--- src/shared/iod_map.svh ---
/*
 Offsets, bit masks and fixed address limits of the I/O register space decoder.
 Assumes inclusion by the package and the decoder; definitions only.
*/
`ifndef IOD_MAP_SVH
`define IOD_MAP_SVH

// Offset from an I/O address to its data-space alias.
`define IOD_DATA_OFS      16'h0020
// Highest data address of the aliased I/O window.
`define IOD_DATA_TOP      16'h005F
// Extended I/O window, reached only by data-space loads and stores.
`define IOD_EXT_LOW       16'h0060
`define IOD_EXT_TOP       16'h00FF
// Highest I/O address for port instructions and for bit instructions.
`define IOD_PORT_TOP      16'h003F
`define IOD_BIT_TOP       16'h001F
// Value of every register after reset.
`define IOD_RESET_VAL     8'h00

// Register offsets (I/O numbering).
`define IOD_EEPROM_DATA      6'h20
`define IOD_EEPROM_ADDR_LOW  6'h21
`define IOD_EEPROM_ADDR_HIGH 6'h22
`define IOD_TIMER_SYNC_CTRL  6'h23
`define IOD_TIMER0_CTRL_A    6'h24
`define IOD_TIMER0_CTRL_B    6'h25
`define IOD_TIMER0_COUNT     6'h26
`define IOD_TIMER0_CMP_A     6'h27
`define IOD_TIMER0_CMP_B     6'h28
`define IOD_SCRATCH_1        6'h2A
`define IOD_SCRATCH_2        6'h2B
`define IOD_SPI_CTRL         6'h2C
`define IOD_SPI_STAT         6'h2D
`define IOD_SPI_BUFFER       6'h2E
`define IOD_CMP_CTRL_STAT    6'h30
`define IOD_SLEEP_CTRL       6'h33
`define IOD_RESET_CAUSE      6'h34
`define IOD_CPU_MISC_CTRL    6'h35
`define IOD_SELFPROG_CTRL    6'h37
`define IOD_STACK_PTR_LOW    6'h3D
`define IOD_STACK_PTR_HIGH   6'h3E
`define IOD_CORE_FLAGS       6'h3F
// Low-range flag registers.
`define IOD_FLAG_T0          6'h15
`define IOD_FLAG_T1          6'h16
`define IOD_FLAG_T2          6'h17
`define IOD_FLAG_PCHG        6'h1B
`define IOD_FLAG_EXT         6'h1C

// Masks packed as {readable, writable, clear-by-one}.
`define IOD_M_FULL       24'hFF_FF00
`define IOD_M_NONE       24'h00_0000
`define IOD_M_SYNC       24'h83_8300
`define IOD_M_T0A        24'hF3_F300
`define IOD_M_T0B        24'h0F_CF00
`define IOD_M_SPI_STAT   24'hC1_0100
`define IOD_M_CMP        24'hFF_CF10
`define IOD_M_LOW4       24'h0F_0F00
`define IOD_M_MISC       24'h13_1300
`define IOD_M_SELFPROG   24'hDF_9F00
`define IOD_M_SP_HIGH    24'h07_0700
`define IOD_M_FLAG3      24'h07_0007
`define IOD_M_FLAG_T1    24'h27_0027
`define IOD_M_FLAG2      24'h03_0003

`endif

--- src/shared/iod_pkg.sv ---
/*
 Types of the I/O register space decoder: operations, request, answer,
 hardware flag event and register mask.
 Assumes iod_map.svh is on the include path.
*/
package iod_pkg;
   `include "iod_map.svh"

   // Access classes that the core can issue.
   typedef enum logic [2:0] {
      OP_PORT_RD, OP_PORT_WR, OP_MEM_RD, OP_MEM_WR,
      OP_BIT_SET, OP_BIT_CLR, OP_SKIP_SET, OP_SKIP_CLR
   } iod_op_e;

   typedef struct packed {
      logic        valid;
      iod_op_e     op;
      logic [15:0] addr;
      logic [2:0]  bitSel;
      logic [7:0]  wdata;
   } iod_req_s;

   typedef struct packed {
      logic       valid;
      logic       refused;
      logic       passOn;
      logic       skip;
      logic [7:0] rdata;
   } iod_rsp_s;

   typedef struct packed {
      logic       valid;
      logic [5:0] ioAddr;
      logic [7:0] bits;
   } iod_evt_s;

   typedef struct packed {
      logic [7:0] rd;
      logic [7:0] wr;
      logic [7:0] c;
   } iod_mask_s;
endpackage : iod_pkg

--- src/logic/iod_decoder.sv ---
/*
 I/O register space decoder: 64 I/O registers reached by port, data-space
 and single-bit accesses, with hardware-set flags.
 Assumes the core presents at most one request per cycle and that peripherals
 raise flags through the event port.
*/
`timescale 1ns/1ps
`include "iod_map.svh"

// Operation
// - I/O registers alias into data space at I/O address plus 0x20.
// - Port instructions reach only I/O addresses 0x00 to 0x3F.
// - Data addresses 0x60 to 0xFF go onward via loads and stores only.
// - Bit set, clear and skip tests work on I/O 0x00 to 0x1F only.
// - A bit operation changes only the addressed bit.
// - Flags clear on a written one; a written zero leaves them.
module iod_decoder
   import iod_pkg::*;
(
   input  wire logic     sys_clk,
   input  wire logic     rst,
   input  wire iod_req_s req,
   input  wire iod_evt_s evt,
   output iod_rsp_s      rsp
);

   // Mask set of one I/O address; unlisted addresses up to 0x1F are plain full registers, unlisted ones above are reserved.
   function automatic iod_mask_s maskOf(input logic [5:0] a);
      logic [23:0] m;
      m = `IOD_M_NONE;
      case (a)
         `IOD_EEPROM_DATA, `IOD_EEPROM_ADDR_LOW, `IOD_EEPROM_ADDR_HIGH,
         `IOD_TIMER0_COUNT, `IOD_TIMER0_CMP_A, `IOD_TIMER0_CMP_B,
         `IOD_SCRATCH_1, `IOD_SCRATCH_2, `IOD_SPI_CTRL, `IOD_SPI_BUFFER,
         `IOD_STACK_PTR_LOW, `IOD_CORE_FLAGS: m = `IOD_M_FULL;
         `IOD_TIMER_SYNC_CTRL: m = `IOD_M_SYNC;
         `IOD_TIMER0_CTRL_A:   m = `IOD_M_T0A;
         `IOD_TIMER0_CTRL_B:   m = `IOD_M_T0B;
         `IOD_SPI_STAT:        m = `IOD_M_SPI_STAT;
         `IOD_CMP_CTRL_STAT:   m = `IOD_M_CMP;
         `IOD_SLEEP_CTRL, `IOD_RESET_CAUSE: m = `IOD_M_LOW4;
         `IOD_CPU_MISC_CTRL:   m = `IOD_M_MISC;
         `IOD_SELFPROG_CTRL:   m = `IOD_M_SELFPROG;
         `IOD_STACK_PTR_HIGH:  m = `IOD_M_SP_HIGH;
         `IOD_FLAG_T0, `IOD_FLAG_T2, `IOD_FLAG_PCHG: m = `IOD_M_FLAG3;
         `IOD_FLAG_T1:         m = `IOD_M_FLAG_T1;
         `IOD_FLAG_EXT:        m = `IOD_M_FLAG2;
         6'h00, 6'h01, 6'h02, 6'h0C, 6'h0D, 6'h0E, 6'h0F, 6'h10, 6'h11,
         6'h12, 6'h13, 6'h14, 6'h18, 6'h19, 6'h1A: m = `IOD_M_NONE;
         default: m = (a <= 6'(`IOD_BIT_TOP)) ? `IOD_M_FULL : `IOD_M_NONE;
      endcase
      return iod_mask_s'(m);
   endfunction : maskOf

   // Bits that peripheral hardware may raise: readable but not writable.
   function automatic logic [7:0] hwMask(input logic [5:0] a);
      iod_mask_s m;
      m = maskOf(a);
      return m.rd & ~m.wr;
   endfunction : hwMask

   // Data-space address to I/O address.
   function automatic logic [5:0] ioFromData(input logic [15:0] a);
      logic [15:0] d;
      d = a - `IOD_DATA_OFS;
      return d[5:0];
   endfunction : ioFromData

   // Readable bits of one I/O address.
   function automatic logic [7:0] rdMask(input logic [5:0] a);
      iod_mask_s mm;
      mm = maskOf(a);
      return mm.rd;
   endfunction : rdMask

   // Writable bits of one I/O address.
   function automatic logic [7:0] wrMask(input logic [5:0] a);
      iod_mask_s mm;
      mm = maskOf(a);
      return mm.wr;
   endfunction : wrMask

   // Clear-by-one bits of one I/O address.
   function automatic logic [7:0] clrMask(input logic [5:0] a);
      iod_mask_s mm;
      mm = maskOf(a);
      return mm.c;
   endfunction : clrMask

   logic [7:0] ioMem [0:63];
   logic [7:0] next_mem [0:63];
   logic       hitIo;
   logic       bitOp;
   logic       isWr;
   logic       refuse;
   logic       passOn;
   logic [5:0] ioIdx;
   logic [7:0] cur;
   logic [7:0] act;
   logic [7:0] wd;
   logic [7:0] newVal;
   logic [7:0] rdVal;
   iod_mask_s  m;

   // Classifies the request and finds the I/O index it reaches.
   always_comb begin
      hitIo = 1'b0;
      bitOp = 1'b0;
      refuse = 1'b0;
      passOn = 1'b0;
      ioIdx = 6'h00;
      case (req.op)
         OP_PORT_RD, OP_PORT_WR: begin
            if (req.addr <= `IOD_PORT_TOP) begin
               hitIo = 1'b1;
               ioIdx = req.addr[5:0];
            end else begin
               refuse = 1'b1;
            end
         end
         OP_MEM_RD, OP_MEM_WR: begin
            if (req.addr >= `IOD_DATA_OFS && req.addr <= `IOD_DATA_TOP) begin
               hitIo = 1'b1;
               ioIdx = ioFromData(req.addr);
            end else begin
               passOn = 1'b1;
            end
         end
         OP_BIT_SET, OP_BIT_CLR, OP_SKIP_SET, OP_SKIP_CLR: begin
            if (req.addr <= `IOD_BIT_TOP) begin
               hitIo = 1'b1;
               bitOp = 1'b1;
               ioIdx = req.addr[5:0];
            end else begin
               refuse = 1'b1;
            end
         end
         default: refuse = 1'b1;
      endcase
      isWr = req.op == OP_PORT_WR || req.op == OP_MEM_WR ||
             req.op == OP_BIT_SET || req.op == OP_BIT_CLR;
   end

   // Forms the new register value; untouched and reserved bits keep theirs.
   always_comb begin
      cur = ioMem[ioIdx];
      m = maskOf(ioIdx);
      act = bitOp ? (8'h01 << req.bitSel) : 8'hFF;
      wd = bitOp ? ((req.op == OP_BIT_SET) ? act : 8'h00) : req.wdata;
      newVal = (cur & ~((m.wr | m.c) & act)) | (wd & m.wr & act)
             | (cur & m.c & act & ~wd);
      rdVal = cur & m.rd;
   end

   // Applies the write, then hardware flag events, so a set beats a clear.
   always_comb begin
      for (int k = 0; k < 64; k++) begin
         next_mem[k] = ioMem[k];
         if (req.valid && hitIo && isWr && ioIdx == 6'(k)) begin
            next_mem[k] = newVal;
         end
         if (evt.valid && evt.ioAddr == 6'(k)) begin
            next_mem[k] = next_mem[k] | (evt.bits & hwMask(6'(k)));
         end
      end
   end

   // Register storage.
   always_ff @(posedge sys_clk or posedge rst) begin
      if (rst) begin
         for (int k = 0; k < 64; k++) begin
            ioMem[k] <= `IOD_RESET_VAL;
         end
      end else begin
         for (int k = 0; k < 64; k++) begin
            ioMem[k] <= next_mem[k];
         end
      end
   end

   // Answer one cycle after each request.
   always_ff @(posedge sys_clk or posedge rst) begin
      if (rst) begin
         rsp <= '0;
      end else begin
         rsp.valid <= req.valid;
         rsp.refused <= req.valid && refuse;
         rsp.passOn <= req.valid && passOn;
         rsp.skip <= req.valid && hitIo && ((req.op == OP_SKIP_SET && rdVal[req.bitSel])
                     || (req.op == OP_SKIP_CLR && !rdVal[req.bitSel]));
         rsp.rdata <= (req.valid && hitIo && !isWr) ? rdVal : 8'h00;
      end
   end

   // Checks kept beside the logic.
   port_range_a: assert property (
      @(posedge sys_clk) disable iff (rst)
      req.valid && (req.op == OP_PORT_RD || req.op == OP_PORT_WR) &&
      req.addr > `IOD_PORT_TOP |=> rsp.refused && !rsp.passOn)
      else $error("port access above I/O range not refused");

   bit_range_a: assert property (
      @(posedge sys_clk) disable iff (rst)
      req.valid && req.op inside {OP_BIT_SET, OP_BIT_CLR, OP_SKIP_SET, OP_SKIP_CLR} &&
      req.addr > `IOD_BIT_TOP |=> rsp.refused && !rsp.skip)
      else $error("bit operation above bit range not refused");

   ext_pass_a: assert property (
      @(posedge sys_clk) disable iff (rst)
      req.valid && (req.op == OP_MEM_RD || req.op == OP_MEM_WR) &&
      req.addr >= `IOD_EXT_LOW && req.addr <= `IOD_EXT_TOP
      |=> rsp.passOn && !rsp.refused && rsp.rdata == 8'h00)
      else $error("extended data access not passed on");

   data_alias_a: assert property (
      @(posedge sys_clk) disable iff (rst)
      req.valid && req.op == OP_MEM_RD && req.addr >= `IOD_DATA_OFS &&
      req.addr <= `IOD_DATA_TOP
      |=> rsp.rdata == $past(ioMem[req.addr[5:0] - 6'h20] & rdMask(req.addr[5:0] - 6'h20)))
      else $error("data-space alias read wrong register");

   bit_only_a: assert property (
      @(posedge sys_clk) disable iff (rst)
      req.valid && (req.op == OP_BIT_SET || req.op == OP_BIT_CLR) &&
      req.addr <= `IOD_BIT_TOP && !evt.valid
      |=> (ioMem[$past(req.addr[5:0])] & ~(8'h01 << $past(req.bitSel))) ==
          ($past(ioMem[req.addr[5:0]]) & ~(8'h01 << $past(req.bitSel))))
      else $error("bit operation disturbed other bits");

   flag_zero_a: assert property (
      @(posedge sys_clk) disable iff (rst)
      req.valid && req.op == OP_PORT_WR && req.addr <= `IOD_PORT_TOP && !evt.valid
      |=> ((ioMem[$past(req.addr[5:0])] ^ $past(ioMem[req.addr[5:0]])) &
           clrMask($past(req.addr[5:0])) & ~$past(req.wdata)) == 8'h00)
      else $error("flag changed by a written zero");

   flag_one_a: assert property (
      @(posedge sys_clk) disable iff (rst)
      req.valid && req.op == OP_PORT_WR && req.addr <= `IOD_PORT_TOP && !evt.valid
      |=> (ioMem[$past(req.addr[5:0])] & clrMask($past(req.addr[5:0])) &
           $past(req.wdata)) == 8'h00)
      else $error("flag not cleared by a written one");

   resv_read_a: assert property (
      @(posedge sys_clk) disable iff (rst)
      req.valid && req.op == OP_PORT_RD && req.addr <= `IOD_PORT_TOP &&
      rdMask(req.addr[5:0]) == 8'h00 ##1 rsp.valid |-> rsp.rdata == 8'h00)
      else $error("reserved address read nonzero");

   // Refused port writes and data accesses passed onward leave the registers alone.
   port_keep_a: assert property (
      @(posedge sys_clk) disable iff (rst)
      req.valid && req.op == OP_PORT_WR && req.addr > `IOD_PORT_TOP && !evt.valid
      |=> ioMem[$past(req.addr[5:0])] == $past(ioMem[req.addr[5:0]]))
      else $error("refused port write changed a register");

   pass_keep_a: assert property (
      @(posedge sys_clk) disable iff (rst)
      req.valid && req.op == OP_MEM_WR && !evt.valid &&
      (req.addr < `IOD_DATA_OFS || req.addr > `IOD_DATA_TOP)
      |=> ioMem[$past(req.addr[5:0])] == $past(ioMem[req.addr[5:0]]))
      else $error("passed-on data write changed a register");

   // A data-space write lands in the I/O register 0x20 below its address.
   alias_write_a: assert property (
      @(posedge sys_clk) disable iff (rst)
      req.valid && req.op == OP_MEM_WR && req.addr >= `IOD_DATA_OFS &&
      req.addr <= `IOD_DATA_TOP
      |=> (ioMem[$past(req.addr[5:0]) - 6'h20] & wrMask($past(req.addr[5:0]) - 6'h20)) ==
          $past(req.wdata & wrMask(req.addr[5:0] - 6'h20)))
      else $error("data-space alias write missed its register");

   // A skip answer follows the readable value of the addressed bit.
   skip_set_a: assert property (
      @(posedge sys_clk) disable iff (rst)
      req.valid && req.op == OP_SKIP_SET && req.addr <= `IOD_BIT_TOP
      |=> rsp.skip == $past((ioMem[req.addr[5:0]] & rdMask(req.addr[5:0]) &
                             (8'h01 << req.bitSel)) != 8'h00))
      else $error("skip-if-set answer wrong");

   skip_clr_a: assert property (
      @(posedge sys_clk) disable iff (rst)
      req.valid && req.op == OP_SKIP_CLR && req.addr <= `IOD_BIT_TOP
      |=> rsp.skip == $past((ioMem[req.addr[5:0]] & rdMask(req.addr[5:0]) &
                             (8'h01 << req.bitSel)) == 8'h00))
      else $error("skip-if-clear answer wrong");

   // Bits neither writable nor clear-by-one keep their value across a port write.
   resv_bits_a: assert property (
      @(posedge sys_clk) disable iff (rst)
      req.valid && req.op == OP_PORT_WR && req.addr <= `IOD_PORT_TOP && !evt.valid
      |=> ((ioMem[$past(req.addr[5:0])] ^ $past(ioMem[req.addr[5:0]])) &
           ~$past(wrMask(req.addr[5:0]) | clrMask(req.addr[5:0]))) == 8'h00)
      else $error("write changed a reserved bit");

   // A peripheral raise sets its hardware bits, even against a clearing write.
   flag_set_a: assert property (
      @(posedge sys_clk) disable iff (rst)
      evt.valid
      |=> (ioMem[$past(evt.ioAddr)] & $past(evt.bits & hwMask(evt.ioAddr))) ==
          $past(evt.bits & hwMask(evt.ioAddr)))
      else $error("raised flag not set");

endmodule : iod_decoder

--- config.mk ---
export PLATFORM = sky130hd
export DESIGN_NAME = iod_decoder
export DESIGN_NICKNAME = d
export VERILOG_FILES = /design/src/shared/iod_pkg.sv /design/src/logic/iod_decoder.sv
export VERILOG_INCLUDE_DIRS = /design/src /design/src/shared
export SDC_FILE = /design/constraint.sdc
export NUM_CORES = 1
export LEC_CHECK = 0
export BUFFER_PORTS_ARGS = -buffer_cell sky130_fd_sc_hd__buf_4
export CORE_MARGIN = 1.5
export CORE_UTILIZATION = 56
export DETAILED_ROUTE_END_ITERATION = 6
export GPL_TIMING_DRIVEN = 0
export PLACE_DENSITY_LB_ADDON = 0.1
export SETUP_SLACK_MARGIN = 0.1
export SYNTH_ARGS = -nofsm -noshare
export SYNTH_HDL_FRONTEND = slang
export SYNTH_SLANG_ARGS = --single-unit
export TNS_END_PERCENT = 5
--- constraint.sdc ---
create_clock -name sys_clk -period 19 [get_ports sys_clk]
set_input_delay 5.7 -clock sys_clk [delete_from_list [all_inputs] [get_ports sys_clk]]
set_output_delay 5.7 -clock sys_clk [all_outputs]
set_load 0.05 [all_outputs]
### Yosys cells after proc, flatten, opt, wreduce, memory -nomap -nowiden

Index checks and enable logic that the tools add are counted.
W data, S select, Z words.

* register bits: 524
* latch bits: 0
* memory bits (writable): 0
* ROM bits: 0
* input bits: 48
* output and inout port bits: 12
* logic and storage cells: 851
* memories kept: 0

* add/subtract/negate cells: 1
* multipliers: 0
* divide/modulo/power cells: 0
* $lt $le $gt $ge: 7
* equality and inequality tests: 133
* shift-type cells: 1
* muxes and demuxes: 217
* bitwise logic cells: 270
* reductions and logical operators: 153

Operators by type and width (count)
* $mux W24: 65
* $and A8 B8 Y8: 136
* $mux W8: 134
* $or A8 B8 Y8: 67
* $not A8 Y8: 66
* $eq A6 B6 Y1 const B: 64
* $pmux W24 S14: 1
* $eq A6 B5 Y1 const B: 32
* $logic_and A1 B1 Y1: 137
* $eq A6 B4 Y1 const B: 16
* $bmux W8 S6: 1
* $eq A6 B3 Y1 const B: 8
* $eq A6 B2 Y1 const B: 4
* $mux W6: 3
* $pmux W6 S3: 1
* $ge A16 B6 Y1 const B: 1
* $le A16 B5 Y1 const B: 1
* $le A16 B6 Y1 const B: 1
* $le A16 B7 Y1 const B: 1
* $reduce_or A15 Y1: 1
* $eq A3 B3 Y1 const B: 4
* $eq A6 B1 Y1 const B: 2
* $logic_not A6 Y1: 2
* $reduce_or A12 Y1: 1
* other kinds (18): 33

### Longest topological paths before layout

Gate-level depths: netlist of the first run.

* depth after elaboration: 16
* depth in mapped cells: 18
* gate-level depth less buffers: 12

### Least setup slack after synthesis of the first run

No wires, ideal clock.

* path kind: input port to flip-flop
* start: in req[22] (netlist name)
* end: reg ioMem[289] (netlist name)
* setup time: 133 ps
* data arrival time: 9025 ps
* required time: 18867 ps
* path slack: 9842 ps
* cell stages on the path: 15
* cell sequence: or4_1 -> buf_2 -> nor3_2 -> buf_4 -> o211ai_2 -> buf_4 -> buf_4 -> a22o_1 -> a221oi_1 -> o221ai_1 -> a2111oi_1 -> o21a_1 -> buf_2 -> clkbuf_1 -> o21ai_0

RTL lines
* start: declaration: RTL line iod_decoder.sv:22 `input wire iod_req_s req,`
* end signal: indexed assignment: RTL line iod_decoder.sv:172 `` ioMem[k] <= `IOD_RESET_VAL; ``
* end signal: indexed assignment: RTL line iod_decoder.sv:176 `ioMem[k] <= next_mem[k];`
* end: declaration: RTL line iod_decoder.sv:90 `logic [7:0] ioMem [0:63];`

### Worst setup path after layout of the first run

* start: in req[11] (netlist name)
* end: reg ioMem[254] (netlist name)

* word-level cells in the longest chain between the ends: 16
* elaborated cells between the ends (all ways): 89
* those cells by class: 1 x add/sub; 5 x order compare; 41 x eq/ne; 19 x mux; 14 x bitwise; 9 x reduce/logical

Ends and longest elaborated chain
* $ge A16 B6 Y1 (no source line) / $le A16 B7 Y1 (equally long branches)
* $logic_and A1 B1 Y1 (no source line)
* $mux W6: RTL line iod_decoder.sv:122 `` if (req.addr >= `IOD_DATA_OFS && req.addr <= `IOD_DATA_TOP) begin ``
* $pmux W6 S3: RTL line iod_decoder.sv:112 `case (req.op)`
* $le A6 B5 Y1 (tied with other cells): RTL line iod_decoder.sv:50 `` default: m = (a <= 6'(`IOD_BIT_TOP)) ? `IOD_M_FULL : `IOD_M_NONE; ``
* $mux W24 (no source line) (tied with other cells)
* $pmux W24 S14: RTL line iod_decoder.sv:31 `case (a)`
* $or A8 B8 Y8: RTL line iod_decoder.sv:150 `newVal = (cur & ~((m.wr | m.c) & act)) | (wd & m.wr & act)`
* $and A8 B8 Y8: RTL line iod_decoder.sv:150
* $not A8 Y8: RTL line iod_decoder.sv:150
* $and A8 B8 Y8: RTL line iod_decoder.sv:150
* $or A8 B8 Y8: RTL line iod_decoder.sv:150
* $or A8 B8 Y8: RTL line iod_decoder.sv:151 `| (cur & m.c & act & ~wd);`
* $mux W8 *: RTL line iod_decoder.sv:159 `if (req.valid && hitIo && isWr && ioIdx == 6'(k)) begin`
* $or A8 B8 Y8: RTL line iod_decoder.sv:163 `next_mem[k] = next_mem[k] | (evt.bits & hwMask(6'(k)));`
* $mux W8 *: RTL line iod_decoder.sv:162 `if (evt.valid && evt.ioAddr == 6'(k)) begin`

Mark *: on every way between the ends. The rest lies on a longest branch, timed or not. The select of a mux whose other input is x is not followed.

==> flow_summary.json, run 1 <==
{
  "outcome": "finished, violations left",
  "violations": "DRC, capacitance limit, slew limit",
  "required_ns": 19.45,
  "critical_path.top_delay_family": "buffers and inverters",
  "power_density_nw_per_um2": 91.0,
  "ff_latch_area_um2": 13100,
  "syn-cell-area_um2": 22600,
  "startpoint_type": "input pin",
  "fp.dieH_um": 204,
  "fin_area_um2": 26000,
  "synth_flop_cell": "dfrtp_1",
  "drt_iter0_markers": 2204,
  "hold_end": "ioMem[53]",
  "dpl.hpwl_mm": 60.0,
  "path_class": "input pin to flop",
  "ant_nets": 0,
  "grt_max_degree": 47,
  "async_flop_share_pct": 100,
  "ff2ff_setup_slack_ns": 14.87,
  "h-tree-depth": 2,
  "critical_path_depth": 13,
  "post_cts_buffers": 0,
  "ctsRootBufferMaster": "clkbuf_16",
  "max_stage_delay_ns": 1.07,
  "core_area_um2": 39800,
  "overflow": 0,
  "synth_nets": 2368,
  "end_kind": "flop",
  "crit_chain": "buf_4, buf_2, buf_2, buf_1, buf_1, mux2i_1, a21oi_1, a222oi_1, a21oi_1, nor4_1, mux2_2, clkbuf_1, o21ai_0",
  "fin_crit_sh_pct": 60.1,
  "fmax_ghz": 0.0876,
  "min_from": "ioMem[53]",
  "via_count": 19400,
  "num_rows": 73,
  "detail_route.wl_per_cell_um": 28.3,
  "synth_edf_count": 0,
  "vdd_drop_max_uv": 71.0,
  "placed_cell_area_um2": 24100,
  "drc_errors": 1,
  "drv_slew": 36,
  "hold_depth": 1,
  "antenna_found_initial": 2,
  "synth-seq-area-share_pct": 57.9,
  "cp_slowest_cell": "nor4_1",
  "worst-slew-pin-transition_ns": 1.59,
  "worstReg2RegEnd": "ioMem[254]",
  "grt_usage_pct": 41.8,
  "tritoncts": "built",
  "synth_area_leader_cell": "dfrtp_1",
  "ioPinCount": 60,
  "cts-hold-fix-buffers": 0,
  "n_antenna_cell": 0,
  "synth_top_area_share_pct": 57.9,
  "ys_types": 76,
  "finalSetupViolCount": 0,
  "cp_max_fo": 10,
  "clkTransAtPathRegs_ns": 0.07,
  "clock_skew_ns": 0.0327,
  "fin_tns_setup_ns": 0,
  "dieArea_um2": 41600,
  "fin_nets": 2498,
  "p_leak_uw": 0.0113,
  "final-hold-violation-count": 0,
  "die_w_um": 204,
  "grt_setup_unrepaired": "no",
  "cts_inserted_buffers": 53,
  "nFillCells": 3308,
  "drt_pass1_iterations": 7,
  "hp-class": "flop to flop",
  "ys_seq_elements": 524,
  "clock_latency_ns": 0.62,
  "crit_buf_inv": 6,
  "layout-drive-gt1-share_pct": 9.96,
  "finalCriticalPeriod_ns": 11.42,
  "worstRegToRegCells": 9,
  "synth.avg_cell_area_um2": 9.76,
  "routed_via_density": 6.44,
  "first_global_vias": 18800,
  "ctsResizeCount": 0,
  "slew_headroom_pct": -6.74,
  "synth_cells": 2320,
  "arrival_ns": 11.87,
  "clk_path_buf_depth": 3,
  "initial_utilization_pct": 56.8,
  "drt_wl_total_mm": 85.5,
  "area_growth_pct": 14.8,
  "cts_num_sinks": 524,
  "r2r-start": "ioMem[6]",
  "p_total_uw": 2360,
  "cap_violations": 7,
  "synth_commonest_cells": "dfrtp_1, clkbuf_1, o21ai_0, nand2_1, a21oi_1",
  "grt_first_pass_wirelength_mm": 124,
  "synth.area.top_cells": "dfrtp_1, o21ai_0, clkbuf_1",
  "synth_most_common_cell": "dfrtp_1",
  "ys_warn_count": 0,
  "multi_input_area_um2": 7930,
  "place_congestion": 0.997,
  "io_buffers": 53
}
[worst register-to-register path, stage by stage (launching register included)]
cell and delay, ns:
dfrtp_1 0.39, mux2i_1 0.17, nor2_1 0.06, a221o_1 0.30, a222oi_1 0.57, a21oi_1 0.14, nor4_1 1.07, mux2_2 0.57
clkbuf_1 0.51, o21ai_0 0.19
[worst max path at each step]
stage                     startpoint          to  slack (ns)
after floorplan                  rst    ioMem[0]        6.18
after global placement           rst  ioMem[151]        3.55
after detailed placement     req[11]  ioMem[126]        7.28
after CTS                    req[11]  ioMem[126]        7.89
after global routing         req[11]  ioMem[262]        7.52
final                        req[11]  ioMem[254]        7.58
[cells in the final DEF, fill, tap and decap left out, types with 11 or more instances in the layout]
cell         n
o22ai_1     84
dfrtp_1    524
a21oi_1    123
nor3_1      20
nand2b_1    12
a22o_1      13
o221ai_1    14
a31oi_1     18
nand2_1    289
buf_1       15
nand3_1     35
clkbuf_8    21
o211ai_1    18
nor4_1      17
buf_12      14
mux2_2      21
buf_2       22
a22oi_1     72
clkbuf_1   368
nor2_1     105
o21ai_0    303
mux2i_1     53
clkbuf_16   53
nor2b_1     11
a221oi_1    11
buf_4       67
[per-stage QoR]
step	hold slack (ns)	setup slack [ns]	instances	utilization [%]
final	0.453	7.58	3016	65.2
after global routing	0.469	7.52	3016	65.2
after CTS	0.456	7.89	3015	65.2
after detailed placement	0.442	7.28	2919	60.4
after global placement	0.434	3.55	2898	59.5
after floorplan	0.421	6.18	2320	-
[registers in the layout, summed over array words and instances (netlist names)]
register and flops:
rsp 12, ioMem 512
[cell families after synthesis]
logic type,after synthesis,share of synthesized area (%)
AOI/OAI and AO/OA,753,20.6
xor gates and xnor gates,2,0.0774
buffers and inverters,416,7.25
DFF,524,57.9
muxes,74,3.39
and+or+nand+nor,551,10.7
[power breakdown]
group	leakage [µW]	switching, µW	internal, µW
sequential	0.00731	5.71	1120
clock	0.000929	445	688
combinational	0.00311	72.1	30.9
total	0.0113	523	1840
[metal layers]
metal	global-route usage, %	part of all wire, %	vias to the layer above
li1	-	-	8282
met1	55.2	39	9604
met2	59.8	42	1216
met3	12.8	12	318
met4	27.2	7.2	2
met5	0	0.015	-
[cell type report]
cell class                      instances  area share (%)
Buffer                                405            6.16
Clock buffer                           85            6.38
Clock inverter                         11           0.925
Inverter                               11           0.173
Multi-Input combinational cell       1380            30.5
Sequential cell                       524            50.5
Tap cell                              525            2.53
Timing Repair Buffer                   75            2.85
Note: power is estimated with default switching activity, not from simulation.
==> run 2: changes to the inputs <==
--- a/config.mk
+++ b/config.mk
@@ -6,9 +6,10 @@
 export SDC_FILE = /design/constraint.sdc
 export NUM_CORES = 1
 export LEC_CHECK = 0
+export ABC_AREA = 1
 export BUFFER_PORTS_ARGS = -buffer_cell sky130_fd_sc_hd__buf_4
 export CORE_MARGIN = 1.5
-export CORE_UTILIZATION = 56
+export CORE_UTILIZATION = 60
 export DETAILED_ROUTE_END_ITERATION = 6
 export GPL_TIMING_DRIVEN = 0
 export PLACE_DENSITY_LB_ADDON = 0.1
==> constraint.sdc (replaced) <==
create_clock -name sys_clk -period 11.1 [get_ports sys_clk]
set_input_delay 3.33 -clock sys_clk [delete_from_list [all_inputs] [get_ports sys_clk]]
set_output_delay 3.33 -clock sys_clk [all_outputs]
set_load 0.05 [all_outputs]
==> flow_summary.json, run 2 <==
{
  "grt_usage_pct": 39.3,
  "synth_nets": 3097,
  "async_flop_share_pct": 100,
  "violations": "DRC, capacitance limit, slew limit",
  "fmax_ghz": 0.132,
  "startpoint_type": "input pin",
  "cap_violations": 1,
  "final_cell_mix": "nand2_1, nor2_1, dfrtp_1",
  "ys_types": 46,
  "p_leak_uw": 0.0138,
  "dp_slack_ns": 3.09,
  "clk_path_buf_depth": 3,
  "finalCriticalPeriod_ns": 7.59,
  "drt_iter0_markers": 2457,
  "dp_cells": 3641,
  "routed_via_density": 5.76,
  "ctsRootBufferMaster": "clkbuf_16",
  "drt_wl_total_mm": 78.9,
  "vdd_drop_max_uv": 136,
  "area_growth_pct": 13.0,
  "clkTransAtPathRegs_ns": 0.06,
  "synth.area.top_cells": "dfrtp_1, nand2_1, nor2_1",
  "post_cts_buffers": 0,
  "required_ns": 11.57,
  "ys_seq_elements": 524,
  "fin_crit_sh_pct": 68.4,
  "grt_max_degree": 46,
  "min_from": "ioMem[503]",
  "die_w_um": 203,
  "drv_slew": 9,
  "ys_warn_count": 0,
  "dpl.hpwl_mm": 55.5,
  "overflow": 0,
  "tritoncts": "built",
  "grt_first_pass_wirelength_mm": 121,
  "place_congestion": 0.953,
  "largest_reg_flops": 512,
  "synth.avg_cell_area_um2": 7.87,
  "clock_latency_ns": 0.63,
  "ctsResizeCount": 0,
  "core_area_um2": 39500,
  "first_global_vias": 20800,
  "cts_inserted_buffers": 53,
  "nFillCells": 3288,
  "io_buffers": 54,
  "ant_nets": 0,
  "power_density_nw_per_um2": 152,
  "synth-seq-area-share_pct": 54.7,
  "fin_ws_ns": 3.51,
  "worst-slew-pin-transition_ns": 1.54,
  "outcome": "finished, violations left",
  "syn-cell-area_um2": 24000,
  "path_class": "input pin to flop",
  "clock_skew_ns": 0.0432,
  "slew_headroom_pct": -2.95,
  "h-tree-depth": 2,
  "fin_tns_setup_ns": 0,
  "grt_setup_unrepaired": "no",
  "num_rows": 73,
  "top_register": "ioMem",
  "final_common_cell": "nand2_1",
  "synth_cells": 3049,
  "final-hold-violation-count": 0,
  "fin_nets": 3219,
  "drc_errors": 4,
  "top_regs": "ioMem x512, rsp x12",
  "initial_utilization_pct": 60.6,
  "synth_edf_count": 0,
  "synth_flop_cell": "dfrtp_1",
  "cts-hold-fix-buffers": 0,
  "fp.dieH_um": 203,
  "layout-drive-gt1-share_pct": 9.00,
  "synth_area_leader_cell": "dfrtp_1",
  "synth_commonest_cells": "nand2_1, nor2_1, dfrtp_1, clkbuf_1, inv_1",
  "finalNonFillerCells": 3736,
  "synth_most_common_cell": "nand2_1",
  "detail_route.wl_per_cell_um": 21.1,
  "hp-class": "flop to flop",
  "final_core_util_pct": 68.5,
  "via_count": 21500,
  "r2r-start": "ioMem[1]",
  "arrival_ns": 8.06,
  "synth_top_area_share_pct": 54.7,
  "end_kind": "flop",
  "startpoint": "req[22]",
  "cp_max_fo": 10,
  "cts_num_sinks": 524,
  "finalSetupViolCount": 0,
  "dieArea_um2": 41200,
  "drt_pass1_iterations": 7,
  "antenna_found_initial": 0,
  "ioPinCount": 60
}
[run 2: power breakdown]
part           internal [µW]  switching [µW]
combinational           88.6             246
sequential              1930            12.5
clock                   1070             772
total                   3090            1030
[run 2: layout make-up]
cell class                      count  area [µm²]  area share [%]
Sequential cell                   524       13100            48.4
Antenna cell                        1        2.50         0.00923
Buffer                            363        1540            5.69
Clock inverter                     14         216           0.799
Multi-Input combinational cell   1985        8660            32.0
Clock buffer                       80        1580            5.82
Timing Repair Buffer               67         666            2.46
Tap cell                          525         657            2.42
Inverter                          177         668            2.47
[run 2: critical path: stages]
cell and delay, ns:
buf_4 0.11, nor2_1 0.19, nand2_1 0.12, nor2_4 0.18, nand3_4 0.22, nand3_2 0.19, nand3_2 0.26, nor2_1 1.24
o21ai_1 0.44, nand2_1 0.19, nor2_2 0.07, nand3_4 0.14, nand2_2 0.10, o211ai_1 0.47, nand3_1 0.17, o21ai_2 0.23
buf_2 0.32, o21ai_1 0.08
[run 2: cell families (layout without fill, tap and decap cells)]
logic type	count (synthesis)	count (layout)	share of synthesized area, %
compound gates	361	361	8.45
other cells	0	1	0
simple gates	1620	1620	27.5
flops	524	524	54.7
mux	4	4	0.188
buf+inv	540	701	9.20
[run 2: final timing paths]
| check | slack [ns] | depth (start not counted) | endpoint |
|---|---|---|---|
| worst max-delay path | 3.51 | 18 | ioMem[486] |
| worst min-delay path | 0.45 | 1 | ioMem[503] |
| worst max register to register | 8.45 | 13 | ioMem[265] |
| worst min register to register | 0.45 | 1 | ioMem[503] |
| max in group asynchronous | 6.60 | 7 | ioMem[501] |
| min in group asynchronous | 2.81 | 2 | ioMem[319] |
[run 2: metal layers]
layer / vias to the layer above / track usage [%] / wire length [µm] / part of all wire (%)
li1: 9663 / - / - / -
met1: 10500 / 53.6 / 31900 / 40
met2: 1152 / 59.3 / 34600 / 44
met3: 247 / 9.15 / 8200 / 10
met4: 0 / 20.0 / 4240 / 5.4
met5: - / 0 / 0 / 0
[run 2: stage by stage]
stage | area, µm² | total power, µW | hold slack [ns]
5_1_grt | 27100 | 4230 | 0.468
4_1_cts | 27100 | 4120 | 0.458
6_report | 27100 | 4120 | 0.453
2_1_floorplan | 24000 | 2180 | 0.422
3_5_place_dp | 25300 | 2300 | 0.446
3_3_place_gp | 25000 | 2290 | 0.437
